`config.mk`:
```
export PLATFORM = sky130hd
export DESIGN_NAME = mft_watchdog_rtc_halt
export DESIGN_NICKNAME = d
export VERILOG_FILES = /design/src/rtl/mft_pkg.sv /design/src/rtl/mft_watchdog_rtc_halt.sv
export SDC_FILE = /design/constraint.sdc
export NUM_CORES = 1
export LEC_CHECK = 0
export ABC_AREA = 1
export ABC_CLOCK_PERIOD_IN_PS = 5300
export BUFFER_PORTS_ARGS = -buffer_cell sky130_fd_sc_hd__buf_4
export CAP_MARGIN = 5
export CORE_UTILIZATION = 54
export CTS_CLUSTER_SIZE = 12
export DETAILED_ROUTE_END_ITERATION = 7
export PLACE_DENSITY = 0.76
export SYNTH_ARGS = -nofsm -noshare
export SYNTH_HDL_FRONTEND = slang
export SYNTH_SLANG_ARGS = --single-unit
```
`constraint.sdc`:
```
create_clock -name clk -period 5.3 [get_ports clk]
set_clock_uncertainty 0.2 [all_clocks]
set_input_delay 1.06 -clock clk [delete_from_list [all_inputs] [get_ports clk]]
set_output_delay 1.06 -clock clk [all_outputs]
set_load 0.05 [all_outputs]
```
`src/rtl/mft_pkg.sv`:
```
// Constants for the multi-function timer, watchdog, RTC and HALT control block.
// Assumes a single 200 MHz clock; slow oscillators arrive as pins and are sampled.
package mft_pkg;
    // Register map
    localparam logic [7:0] ADDR_RTC_RATE    = 8'h09;
    localparam logic [7:0] ADDR_IRQ_CTRL    = 8'h1e;
    localparam logic [7:0] ADDR_STATUS      = 8'h20;
    localparam logic [7:0] ADDR_MASTER_IRQ  = 8'h21;
    localparam logic [7:0] ADDR_OPTIONS     = 8'h22;
    localparam logic [7:0] ADDR_WAKE_ENABLE = 8'h23;
    // Reset values
    localparam logic [7:0] RTC_RATE_RESET   = 8'h07;
    localparam logic [7:0] OPTIONS_RESET    = 8'h00;
    // Field positions
    localparam int RTC_SEL_LSB   = 0;
    localparam int IRQ_EN_TB     = 0;
    localparam int IRQ_EN_RTC    = 1;
    localparam int IRQ_FLAG_TB   = 4;
    localparam int IRQ_FLAG_RTC  = 5;
    localparam int STAT_TIMEOUT  = 5;
    localparam int STAT_PWRDOWN  = 4;
    localparam int STAT_HALTED   = 0;
    localparam int STAT_DUMMY    = 1;
    localparam int OPT_WDT_DIS   = 0;
    localparam int OPT_WDT_DBL   = 1;
    localparam int OPT_SRC_LSB   = 2;
    localparam int OPT_TB_LSB    = 4;
    localparam int OPT_LCD_LSB   = 0;
    // Chain shape
    localparam int DIV_STAGES    = 8;
    localparam int PRE_BITS      = 7;
    localparam int CHAIN_BITS    = DIV_STAGES + PRE_BITS + 1;
    localparam int WDT_MIN_EXP   = 15;
    localparam int LCD_MIN_EXP   = 2;
    localparam int TB_MIN_EXP    = 12;
    localparam int RTC_MIN_EXP   = 8;
    // Wake dummy period in system clocks
    localparam int WAKE_DELAY_CYC = 1024;
    // Vectors
    localparam logic [7:0] VEC_TIMEBASE = 8'h10;
    localparam logic [7:0] VEC_RTC      = 8'h14;
    // Clock source encodings
    localparam logic [1:0] SRC_WDT_OSC = 2'h0;
    localparam logic [1:0] SRC_RTC_OSC = 2'h1;
    localparam logic [1:0] SRC_INSTR   = 2'h2;
    // Instruction clock divide from system clock
    localparam logic [1:0] INSTR_DIV_LAST = 2'h3;
endpackage

```
`src/rtl/mft_watchdog_rtc_halt.sv`:
```
// Multi-function timer with watchdog, time base, RTC, taps and HALT control.
// Assumes the core pulses its instruction strobes for one clk cycle each and
// runs clk at the system oscillator rate; gating of that oscillator lies outside.
//
// The implementer's own choice: strobed register access.
`timescale 1ns/1ps
module mft_watchdog_rtc_halt #(
    parameter int WAKE_CYCLES = mft_pkg::WAKE_DELAY_CYC,  // Dummy period length
    parameter int PORT_BITS   = 8                         // Port A width
) (
    input  wire logic                 clk,
    input  wire logic                 rst,
    input  wire logic                 external_reset_pin_n,
    input  wire logic                 wdt_osc_pin,
    input  wire logic                 rtc_osc_pin,
    input  wire logic [PORT_BITS-1:0] port_a,
    input  wire logic [7:0]           reg_addr,
    input  wire logic [7:0]           reg_wdata,
    input  wire logic                 reg_write,
    input  wire logic                 reg_read,
    output logic      [7:0]           reg_rdata,
    input  wire logic                 halt_instr,
    input  wire logic                 watchdog_clear_instr,
    input  wire logic                 watchdog_clear_first,
    input  wire logic                 watchdog_clear_second,
    input  wire logic                 stack_full,
    input  wire logic                 other_irq_wake,
    input  wire logic                 irq_ack,
    output logic                      irq_request,
    output logic      [7:0]           irq_vector,
    output logic                      chip_reset,
    output logic                      warm_reset,
    output logic                      halted,
    output logic                      sys_osc_stop,
    output logic                      cpu_resume,
    output logic                      lcd_clock,
    output logic                      buzzer_clock,
    output logic                      rtc_timeout_tick
);

    ////////////////////////////////////////////////////////////////////////////
    // Input synchronisers: three flops, change counts when stages two and three agree

    logic [2:0]           sync_res;        // Reset pin chain
    logic [2:0]           sync_wdt;        // Watchdog RC oscillator chain
    logic [2:0]           sync_rtc;        // 32768 Hz oscillator chain
    logic [PORT_BITS-1:0] pa_s1;           // Port A first stage
    logic [PORT_BITS-1:0] pa_s2;           // Port A second stage
    logic [PORT_BITS-1:0] pa_s3;           // Port A third stage
    logic                 res_level;       // Filtered reset pin (low = reset)
    logic                 wdt_level;       // Filtered watchdog oscillator
    logic                 rtc_level;       // Filtered RTC oscillator
    logic [PORT_BITS-1:0] pa_level;        // Filtered port A

    // Each chain shifts on every clock; first flop only feeds the second
    always_ff @(posedge clk or posedge rst) begin
        if (rst) begin
            sync_res <= 3'h7;
            sync_wdt <= 3'h0;
            sync_rtc <= 3'h0;
            pa_s1    <= '1;
            pa_s2    <= '1;
            pa_s3    <= '1;
        end else begin
            sync_res <= {sync_res[1:0], external_reset_pin_n};
            sync_wdt <= {sync_wdt[1:0], wdt_osc_pin};
            sync_rtc <= {sync_rtc[1:0], rtc_osc_pin};
            pa_s1    <= port_a;
            pa_s2    <= pa_s1;
            pa_s3    <= pa_s2;
        end
    end

    // Filtered levels only move when stages two and three agree
    always_ff @(posedge clk or posedge rst) begin
        if (rst) begin
            res_level <= 1'b1;
            wdt_level <= 1'b0;
            rtc_level <= 1'b0;
            pa_level  <= '1;
        end else begin
            if (sync_res[1] == sync_res[2]) begin
                res_level <= sync_res[2];
            end
            if (sync_wdt[1] == sync_wdt[2]) begin
                wdt_level <= sync_wdt[2];
            end
            if (sync_rtc[1] == sync_rtc[2]) begin
                rtc_level <= sync_rtc[2];
            end
            for (int i = 0; i < PORT_BITS; i++) begin
                if (pa_s2[i] == pa_s3[i]) begin
                    pa_level[i] <= pa_s3[i];
                end
            end
        end
    end

    ////////////////////////////////////////////////////////////////////////////
    // Registers

    logic [7:0]           rtc_rate_control;  // Rate select in low bits
    logic [7:0]           options;           // Mask option emulation
    logic [7:0]           lcd_buz_sel;       // LCD tap low nibble, buzzer high
    logic [PORT_BITS-1:0] wake_enable;       // Per-pin wake enables
    logic                 en_tb;             // Time base interrupt enable
    logic                 en_rtc;            // RTC interrupt enable
    logic                 timebase_flag;     // Time base request
    logic                 rtc_flag;          // RTC request
    logic                 master_irq_enable; // Global interrupt enable
    logic                 timeout_flag;      // Watchdog overflow seen
    logic                 powerdown_flag;    // HALT executed
    logic                 wdt_disabled;      // Watchdog off by option
    logic                 wdt_double;        // Two-instruction clear option
    logic [1:0]           src_sel;           // Chain clock source
    logic [1:0]           tb_sel;            // Time base period select
    logic [2:0]           rtc_sel;           // RTC divide select
    logic                 dummy_active;      // Wake delay running

    assign wdt_disabled = options[mft_pkg::OPT_WDT_DIS];
    assign wdt_double   = options[mft_pkg::OPT_WDT_DBL];
    assign src_sel      = options[mft_pkg::OPT_SRC_LSB +: 2];
    assign tb_sel       = options[mft_pkg::OPT_TB_LSB +: 2];
    assign rtc_sel      = rtc_rate_control[mft_pkg::RTC_SEL_LSB +: 3];

    // Writable configuration; rate select reset 111 keeps the slowest period
    always_ff @(posedge clk or posedge rst) begin
        if (rst) begin
            rtc_rate_control <= mft_pkg::RTC_RATE_RESET;
            options          <= mft_pkg::OPTIONS_RESET;
            lcd_buz_sel      <= 8'h00;
            wake_enable      <= '0;
            en_tb            <= 1'b0;
            en_rtc           <= 1'b0;
        end else if (reg_write) begin
            case (reg_addr)
                mft_pkg::ADDR_RTC_RATE:    rtc_rate_control <= reg_wdata;
                mft_pkg::ADDR_OPTIONS:     options          <= reg_wdata;
                mft_pkg::ADDR_STATUS:      lcd_buz_sel      <= reg_wdata;
                mft_pkg::ADDR_WAKE_ENABLE: wake_enable      <= reg_wdata[PORT_BITS-1:0];
                mft_pkg::ADDR_IRQ_CTRL: begin
                    en_tb  <= reg_wdata[mft_pkg::IRQ_EN_TB];
                    en_rtc <= reg_wdata[mft_pkg::IRQ_EN_RTC];
                end
                default: ;
            endcase
        end
    end

    // Read data appear the cycle after the strobe; unmapped reads give zero
    always_ff @(posedge clk or posedge rst) begin
        if (rst) begin
            reg_rdata <= 8'h00;
        end else if (reg_read) begin
            case (reg_addr)
                mft_pkg::ADDR_RTC_RATE:    reg_rdata <= rtc_rate_control;
                mft_pkg::ADDR_OPTIONS:     reg_rdata <= options;
                mft_pkg::ADDR_WAKE_ENABLE: reg_rdata <= 8'(wake_enable);
                mft_pkg::ADDR_MASTER_IRQ:  reg_rdata <= {7'h00, master_irq_enable};
                mft_pkg::ADDR_IRQ_CTRL:    reg_rdata <= {2'h0, rtc_flag, timebase_flag,
                                                         2'h0, en_rtc, en_tb};
                mft_pkg::ADDR_STATUS:      reg_rdata <= {2'h0, timeout_flag, powerdown_flag,
                                                         2'h0, dummy_active, halted};
                default:                   reg_rdata <= 8'h00;
            endcase
        end else begin
            reg_rdata <= 8'h00;
        end
    end

    ////////////////////////////////////////////////////////////////////////////
    // Source selection and divider/prescaler chain

    logic       wdt_prev;                         // Edge detect of osc level
    logic       rtc_prev;
    logic [1:0] instr_div;                        // System clock / 4
    logic       src_tick;                         // One chain advance
    logic [mft_pkg::CHAIN_BITS-1:0] chain;        // Divider + prescaler + carry
    logic [mft_pkg::CHAIN_BITS-1:0] next_chain;
    logic [mft_pkg::CHAIN_BITS-1:0] rise;         // Stage outputs rising this cycle
    logic       wdt_clear;                        // Watchdog clear request

    // Edge detectors read the filtered level, never the first sync flop
    always_ff @(posedge clk or posedge rst) begin
        if (rst) begin
            wdt_prev  <= 1'b0;
            rtc_prev  <= 1'b0;
            instr_div <= 2'h0;
        end else begin
            wdt_prev  <= wdt_level;
            rtc_prev  <= rtc_level;
            instr_div <= instr_div + 2'h1;
        end
    end

    // Instruction clock ceases in HALT because the system oscillator is stopped
    always_comb begin
        case (src_sel)
            mft_pkg::SRC_WDT_OSC: src_tick = wdt_level & ~wdt_prev;
            mft_pkg::SRC_RTC_OSC: src_tick = rtc_level & ~rtc_prev;
            mft_pkg::SRC_INSTR:   src_tick = ~halted && (instr_div == mft_pkg::INSTR_DIV_LAST);
            default:              src_tick = 1'b0;
        endcase
    end

    assign next_chain = chain + {{(mft_pkg::CHAIN_BITS-1){1'b0}}, src_tick};
    assign rise       = next_chain & ~chain;

    // One binary counter: low 8 bits the divider, next 7 the prescaler
    always_ff @(posedge clk or posedge rst) begin
        if (rst) begin
            chain <= '0;
        end else begin
            chain <= next_chain;
        end
    end

    ////////////////////////////////////////////////////////////////////////////
    // Frequency taps

    // Tap n toggles at src/2^n, so output n gives src/2^(n+1) square wave
    always_ff @(posedge clk or posedge rst) begin
        if (rst) begin
            lcd_clock    <= 1'b0;
            buzzer_clock <= 1'b0;
        end else begin
            // LCD /2^2..2^8; out-of-range select saturates at slowest
            lcd_clock    <= chain[mft_pkg::LCD_MIN_EXP - 1 +
                                  ((lcd_buz_sel[3:0] > 4'h6) ? 6 : int'(lcd_buz_sel[3:0]))];
            buzzer_clock <= chain[mft_pkg::LCD_MIN_EXP - 1 +
                                  ((lcd_buz_sel[7:4] > 4'h7) ? 7 : int'(lcd_buz_sel[7:4]))];
        end
    end

    ////////////////////////////////////////////////////////////////////////////
    // Time base and RTC

    logic tb_tick;   // Time base timeout
    logic flags_at_halt_tb;   // Flag was set when HALT began
    logic flags_at_halt_rtc;
    logic vec_tb;    // Time base call taken
    logic vec_rtc;   // RTC call taken

    // Bit k rises once per 2^(k+1) ticks, so a /2^n period takes bit n-1
    assign tb_tick          = rise[mft_pkg::TB_MIN_EXP - 1 + int'(tb_sel)];
    assign rtc_timeout_tick = rise[mft_pkg::RTC_MIN_EXP - 1 + int'(rtc_sel)];

    // Time base wins priority over RTC at the same point
    always_comb begin
        vec_tb  = irq_ack && master_irq_enable && en_tb && timebase_flag && !stack_full;
        vec_rtc = irq_ack && master_irq_enable && en_rtc && rtc_flag && !stack_full
                  && !vec_tb;
    end

    // Flags: hardware set wins over any clear in the same cycle
    always_ff @(posedge clk or posedge rst) begin
        if (rst) begin
            timebase_flag <= 1'b0;
            rtc_flag      <= 1'b0;
        end else begin
            if (tb_tick) begin
                timebase_flag <= 1'b1;
            end else if (vec_tb || (reg_write && reg_addr == mft_pkg::ADDR_IRQ_CTRL)) begin
                timebase_flag <= vec_tb ? 1'b0 : reg_wdata[mft_pkg::IRQ_FLAG_TB];
            end
            if (rtc_timeout_tick) begin
                rtc_flag <= 1'b1;
            end else if (vec_rtc || (reg_write && reg_addr == mft_pkg::ADDR_IRQ_CTRL)) begin
                rtc_flag <= vec_rtc ? 1'b0 : reg_wdata[mft_pkg::IRQ_FLAG_RTC];
            end
        end
    end

    // Master enable: cleared on vectoring, software writes otherwise
    always_ff @(posedge clk or posedge rst) begin
        if (rst) begin
            master_irq_enable <= 1'b0;
        end else if (vec_tb || vec_rtc) begin
            master_irq_enable <= 1'b0;
        end else if (reg_write && reg_addr == mft_pkg::ADDR_MASTER_IRQ) begin
            master_irq_enable <= reg_wdata[0];
        end
    end

    // Request to core; held off during HALT and the dummy period
    always_comb begin
        irq_request = 1'b0;
        irq_vector  = 8'h00;
        if (!halted && !dummy_active && master_irq_enable && !stack_full) begin
            if (en_tb && timebase_flag) begin
                irq_request = 1'b1;
                irq_vector  = mft_pkg::VEC_TIMEBASE;
            end else if (en_rtc && rtc_flag) begin
                irq_request = 1'b1;
                irq_vector  = mft_pkg::VEC_RTC;
            end
        end
    end

    ////////////////////////////////////////////////////////////////////////////
    // Watchdog

    logic clear_first_seen;   // First half of double clear
    logic clear_second_seen;  // Second half of double clear
    logic wdt_overflow;       // Count at 2^15-1 on a source tick; bit 15 never sets
    logic [mft_pkg::WDT_MIN_EXP:0] wdt_count;  // Own count beside the chain

    // Single mode takes one instruction, double mode needs both halves
    always_comb begin
        if (wdt_double) begin
            wdt_clear = (clear_first_seen || watchdog_clear_first)
                      && (clear_second_seen || watchdog_clear_second);
        end else begin
            wdt_clear = watchdog_clear_instr;
        end
    end

    // Track the halves of a double clear until both are done
    always_ff @(posedge clk or posedge rst) begin
        if (rst) begin
            clear_first_seen  <= 1'b0;
            clear_second_seen <= 1'b0;
        end else if (wdt_clear || !wdt_double || wdt_disabled) begin
            clear_first_seen  <= 1'b0;
            clear_second_seen <= 1'b0;
        end else begin
            clear_first_seen  <= clear_first_seen  | watchdog_clear_first;
            clear_second_seen <= clear_second_seen | watchdog_clear_second;
        end
    end

    // Overflow on the tick that would take the count to 2^15, i.e. 2^15 source ticks after the last clear
    assign wdt_overflow = !wdt_disabled && src_tick
                        && (wdt_count == {1'b0, {mft_pkg::WDT_MIN_EXP{1'b1}}});

    always_ff @(posedge clk or posedge rst) begin
        if (rst) begin
            wdt_count <= '0;
        end else if (wdt_disabled) begin
            wdt_count <= '0;
        end else if (!res_level || wdt_clear || wdt_overflow
                     || (halt_instr && src_sel != mft_pkg::SRC_INSTR)) begin
            wdt_count <= '0;
        end else if (src_tick) begin
            wdt_count <= wdt_count + 1'b1;
        end
    end

    ////////////////////////////////////////////////////////////////////////////
    // HALT, wake and reset outputs

    logic [$clog2(WAKE_CYCLES+1)-1:0] dummy_count;  // Wake delay counter
    logic                             port_wake;    // Enabled port A falling edge
    logic [PORT_BITS-1:0]             pa_prev;      // Last filtered port level
    logic                             irq_wake;     // New interrupt while halted

    assign port_wake = |(pa_prev & ~pa_level & wake_enable);
    assign irq_wake  = (timebase_flag && !flags_at_halt_tb)
                     || (rtc_flag && !flags_at_halt_rtc) || other_irq_wake;

    always_ff @(posedge clk or posedge rst) begin
        if (rst) begin
            pa_prev <= '1;
        end else begin
            pa_prev <= pa_level;
        end
    end

    // HALT entry snapshots flags; any wake source starts the dummy period
    always_ff @(posedge clk or posedge rst) begin
        if (rst) begin
            halted            <= 1'b0;
            flags_at_halt_tb  <= 1'b0;
            flags_at_halt_rtc <= 1'b0;
            dummy_active      <= 1'b0;
            dummy_count       <= '0;
        end else if (!res_level) begin
            halted       <= 1'b0;
            dummy_active <= 1'b0;
        end else if (halt_instr && !halted) begin
            halted            <= 1'b1;
            flags_at_halt_tb  <= timebase_flag;
            flags_at_halt_rtc <= rtc_flag;
        end else if (halted && (port_wake || irq_wake || wdt_overflow)) begin
            halted       <= 1'b0;
            dummy_active <= 1'b1;
            dummy_count  <= '0;
        end else if (dummy_active) begin
            if (dummy_count == ($bits(dummy_count))'(WAKE_CYCLES - 1)) begin
                dummy_active <= 1'b0;
            end
            dummy_count <= dummy_count + 1'b1;
        end
    end

    // Status flags: power-up clears both; reset pin leaves them
    always_ff @(posedge clk or posedge rst) begin
        if (rst) begin
            timeout_flag   <= 1'b0;
            powerdown_flag <= 1'b0;
        end else begin
            if (wdt_overflow) begin
                timeout_flag <= 1'b1;
            end else if (halt_instr && !wdt_disabled) begin
                timeout_flag <= 1'b0;
            end
            if (halt_instr && !wdt_disabled) begin
                powerdown_flag <= 1'b1;
            end else if (wdt_clear && !wdt_disabled) begin
                powerdown_flag <= 1'b0;
            end
        end
    end

    // Reset pulses to the core; resume pulses when dummy period ends
    always_ff @(posedge clk or posedge rst) begin
        if (rst) begin
            chip_reset <= 1'b0;
            warm_reset <= 1'b0;
            cpu_resume <= 1'b0;
        end else begin
            chip_reset <= !res_level || (wdt_overflow && !halted);
            warm_reset <= wdt_overflow && halted;
            // Core then takes the call if enabled, else next instruction
            cpu_resume <= dummy_active
                       && dummy_count == ($bits(dummy_count))'(WAKE_CYCLES - 1);
        end
    end

    // System oscillator stops for the whole HALT; slow oscillators are pins and keep running
    assign sys_osc_stop = halted;

endmodule

```
==> impl_results.md <==
- Fraction of layout cells with a size suffix above 1: 20.5%
- Mapped Area: 7480 um2
- CTS H-tree lvls: 4
- Routability congestion estimate: around 0.84
- Final max-slew violation count: 0
- Hold Worst Slack: 155 ps
- Nets: 939
- CTS Sinks: 157
- Largest net degree at the start of global routing: 158
- Slew margin rel.: 35.6%
- Hpwl dp: 10800 um
- Vias after detailed routing: around 5600
- CP Data Required Time: between 4000 and 5000 ps
- Hold_sp: sync_rtc[0]$_DFF_PP0_
- PortBufs: 56
- Post-CTS Setup Inserts: 0
- Number of global-route vias before repair: 5432
- Startpoint types: register
- Hold crit path type: reg2reg
- Post-Synthesis Cells: just over 800
- Post-DRT Antenna Nets: 0
- Max Clk Rate: 0.219 GHz
- PwrDens: around 340 nW/um2
- Post-cts hold buffer count: 0
- Crit-path max cell delay: roughly 500 ps
- WP data arrival: 3300 ps
- Final period util: about 86%
- Setup tns final: 0 ps
- Fin crit period: 4560 ps
- Top Ports: 63
- Die area: 14300 um2
- Drt total wl: 15300 um
- CTS Buf Count: 17
- Fillers: 1148
- Post-synth EDFFs: 0
- First-pass detailed-route iteration total: 5
- Vias per cell: approximately 5.2
- Met3 Resource Use GR: 5.09%
- Cell chain of the critical path: nor2_1, nand2_1, nand3_2, ha_1, ha_1, nand3_1, nor4_1, nand2_1, nor2_1, ha_1, inv_1, a21oi_1, o21ai_0, nand3_1, o211ai_1, nand2_1, buf_4
- R2R setup slack: around 2300 ps
- Core footprint: between 10000 and 15000 um2
- RSZ-0062 raised after global routing: false
- Crit path from: halted$_DFFE_PP0P_
- Die Wd: 120 um
- #FFs+latches synth: 157
- Post-cts sizing count: 0
- WL/cell: 14.4 um
- Worst Max-Slew Pin Slew: 966 ps
- Leakage: about 4.2 nW
- Max-cap violation count: 0
- GRT met2 Usage: 36.8%
- Async S/R FF share, synth: 100%
- Initial antenna violation count: 0
- Final setup vio count: 0
- CTS tree: yes
- Avg Cell Area, Syn: 9.17 um2
- Met1 Resource Use GR: 31.3%
- Layout area overhead: 14.7%
- Ys flop type: dfrtp_1
- CP Capture Type: primary output
- DIE HEIGHT: 120 um
- Clock slew at the register clock pins of the worst setup and hold paths: 60 ps
- Netlist cell types: 43
- Antenna diodes: 0
- Clock Latency Late Sink: between 400 and 500 ps
- Clock tree buffer depth: 2
- Peak VDD IR: about 0.44 mV
- CP Max Fanout: 10
- GR peak layer: met2
- Critical-path top delay cell: dfrtp_1
- Overflow after GRT: 0
- First-pass GRT wire length: 25800 um
- GR Util All Layers: 23.3%
- Worst R2R Start: halted$_DFFE_PP0P_
- Hold Violations, Final: 0
- Yosys warning count: 0
- Seq/Total Area, Yosys: between 50% and 60%
- DRC: 0
- Clk root buf: clkbuf_16
- Starting Density: 55.8%
- Worst Path Class, Setup: reg2out
- Status: finished, final reports clean
- Row Count: 42
- Detailed Route Iter0 Violations: around 500
-- worst max-delay path, delay by kind of cell (launching register included) --
kind / cells / cell delay [ps]
AO/OA/AOI/OAI: 3 / 320
adder cells (fa/ha/maj): 3 / 550
buffers and inverters: 2 / 240
flip-flops: 1 / 500
AND/OR/NAND/NOR: 9 / 1250
-- state kept, by name (all words and copies together) (netlist names), 8 cells and up --
| register | cells |
|---|---|
| pa_s2 | 8 |
| lcd_buz_sel | 8 |
| pa_s3 | 8 |
| pa_prev | 8 |
| chain | 16 |
| reg_rdata | 8 |
| pa_level | 8 |
| pa_s1 | 8 |
| options | 8 |
| rtc_rate_control | 8 |
| dummy_count | 11 |
| wdt_count | 16 |
| wake_enable | 8 |
-- power by group --
group / switching (mW) / leakage [nW] / internal [mW]
sequential: 0.0718 / 1.96 / 1.30
combinational: 0.239 / 1.96 / 0.120
clock: 0.478 / 0.288 / 0.693
total: 0.789 / 4.21 / 2.12
-- worst paths after layout --
check | depth (start not counted) | endpoint
setup / recovery | 17 | rtc_timeout_tick
hold / removal | 0 | sync_rtc[1]$_DFF_PP0_
setup reg to reg | 16 | timebase_flag$_DFFE_PP0P_
hold reg to reg | 0 | sync_rtc[1]$_DFF_PP0_
max in group asynchronous | 3 | dummy_count[6]$_DFFE_PP0P_
min in group asynchronous | 3 | wake_enable[7]$_DFFE_PP0P_
-- synthesized netlist by cell type, types with 3 or more instances --
cell / instances / share of area, %
o21ai_2: 8 / 0.94
o22ai_1: 3 / 0.25
dfrtp_1: 110 / 37
clkbuf_1: 4 / 0.20
xor2_1: 15 / 1.8
ha_1: 25 / 4.2
o211ai_1: 13 / 1.3
nor2_1: 58 / 2.9
o21ai_1: 11 / 0.74
xnor2_1: 3 / 0.35
nand3_1: 49 / 3.3
nand2_2: 21 / 1.8
maj3_1: 11 / 1.5
inv_2: 3 / 0.15
nand4_1: 19 / 1.6
nand2_1: 160 / 8.0
dfstp_2: 47 / 17
o21ai_0: 59 / 3.9
buf_6: 3 / 0.45
buf_4: 10 / 1.0
nand3_2: 5 / 0.67
inv_1: 122 / 6.1
nor3_1: 12 / 0.80
a21oi_1: 16 / 1.1
-- cell type report --
class | count | area, um2 | area share (%)
well taps | 176 | 220 | 2.57
inverters | 125 | 473 | 5.51
repair buffers | 57 | 440 | 5.13
flip-flops and latches | 157 | 3990 | 46.5
multi-input cells | 518 | 2880 | 33.6
clock buffers | 24 | 524 | 6.11
clock inverters | 7 | 51.3 | 0.598
-- cell families after synthesis --
logic type                 count (synthesis)  share of synthesized area, %
adders and majority gates                 36                          5.65
other                                      1                        0.0501
and+or+nand+nor                          342                          21.6
AOI/OAI and AO/OA                        116                          8.84
xor gates and xnor gates                  18                          2.11
DFF                                      157                          53.3
buffers and inverters                    146                          8.43
-- per-stage QoR --
step	total power, mW	utilization [%]	instance area, um2	instances	setup slack [ps]
6_report	2.91	64.0	8580	1064	740
5_1_grt	3.04	64.0	8580	1064	373
4_1_cts	2.93	64.0	8580	1064	713
3_5_place_dp	1.75	59.7	8010	1033	1180
3_3_place_gp	1.74	59.7	8010	1033	1250
2_1_floorplan	1.64	-	7510	821	1180
-- routing by layer --
layer	routed length (um)	vias to the layer above
met5	0	-
met4	361	0
met3	648	26
met2	7270	128
met1	7050	2668
li1	-	2739
-- cells in the final DEF, fill, tap and decap left out, drive strengths merged, types with 2 or more instances in the layout --
cell    Yosys  layout
nand3      56      56
nand2     181     181
nand4      19      19
o22ai       3       3
nor4        2       2
dfstp      47      47
conb        1       6
o21ai      78      78
a21oi      16      16
xnor2       3       3
o211ai     13      13
or2         2       2
nor3       14      14
nand3b      2       2
clkbuf      6      24
o31ai       2       2
maj3       11      11
ha         25      25
clkinv      0       4
o21bai      2       2
buf        15      57
inv       125     127
nor2       63      63
xor2       15      15
dfrtp     110     110
No activity file was read; power rests on OpenSTA's default activity.
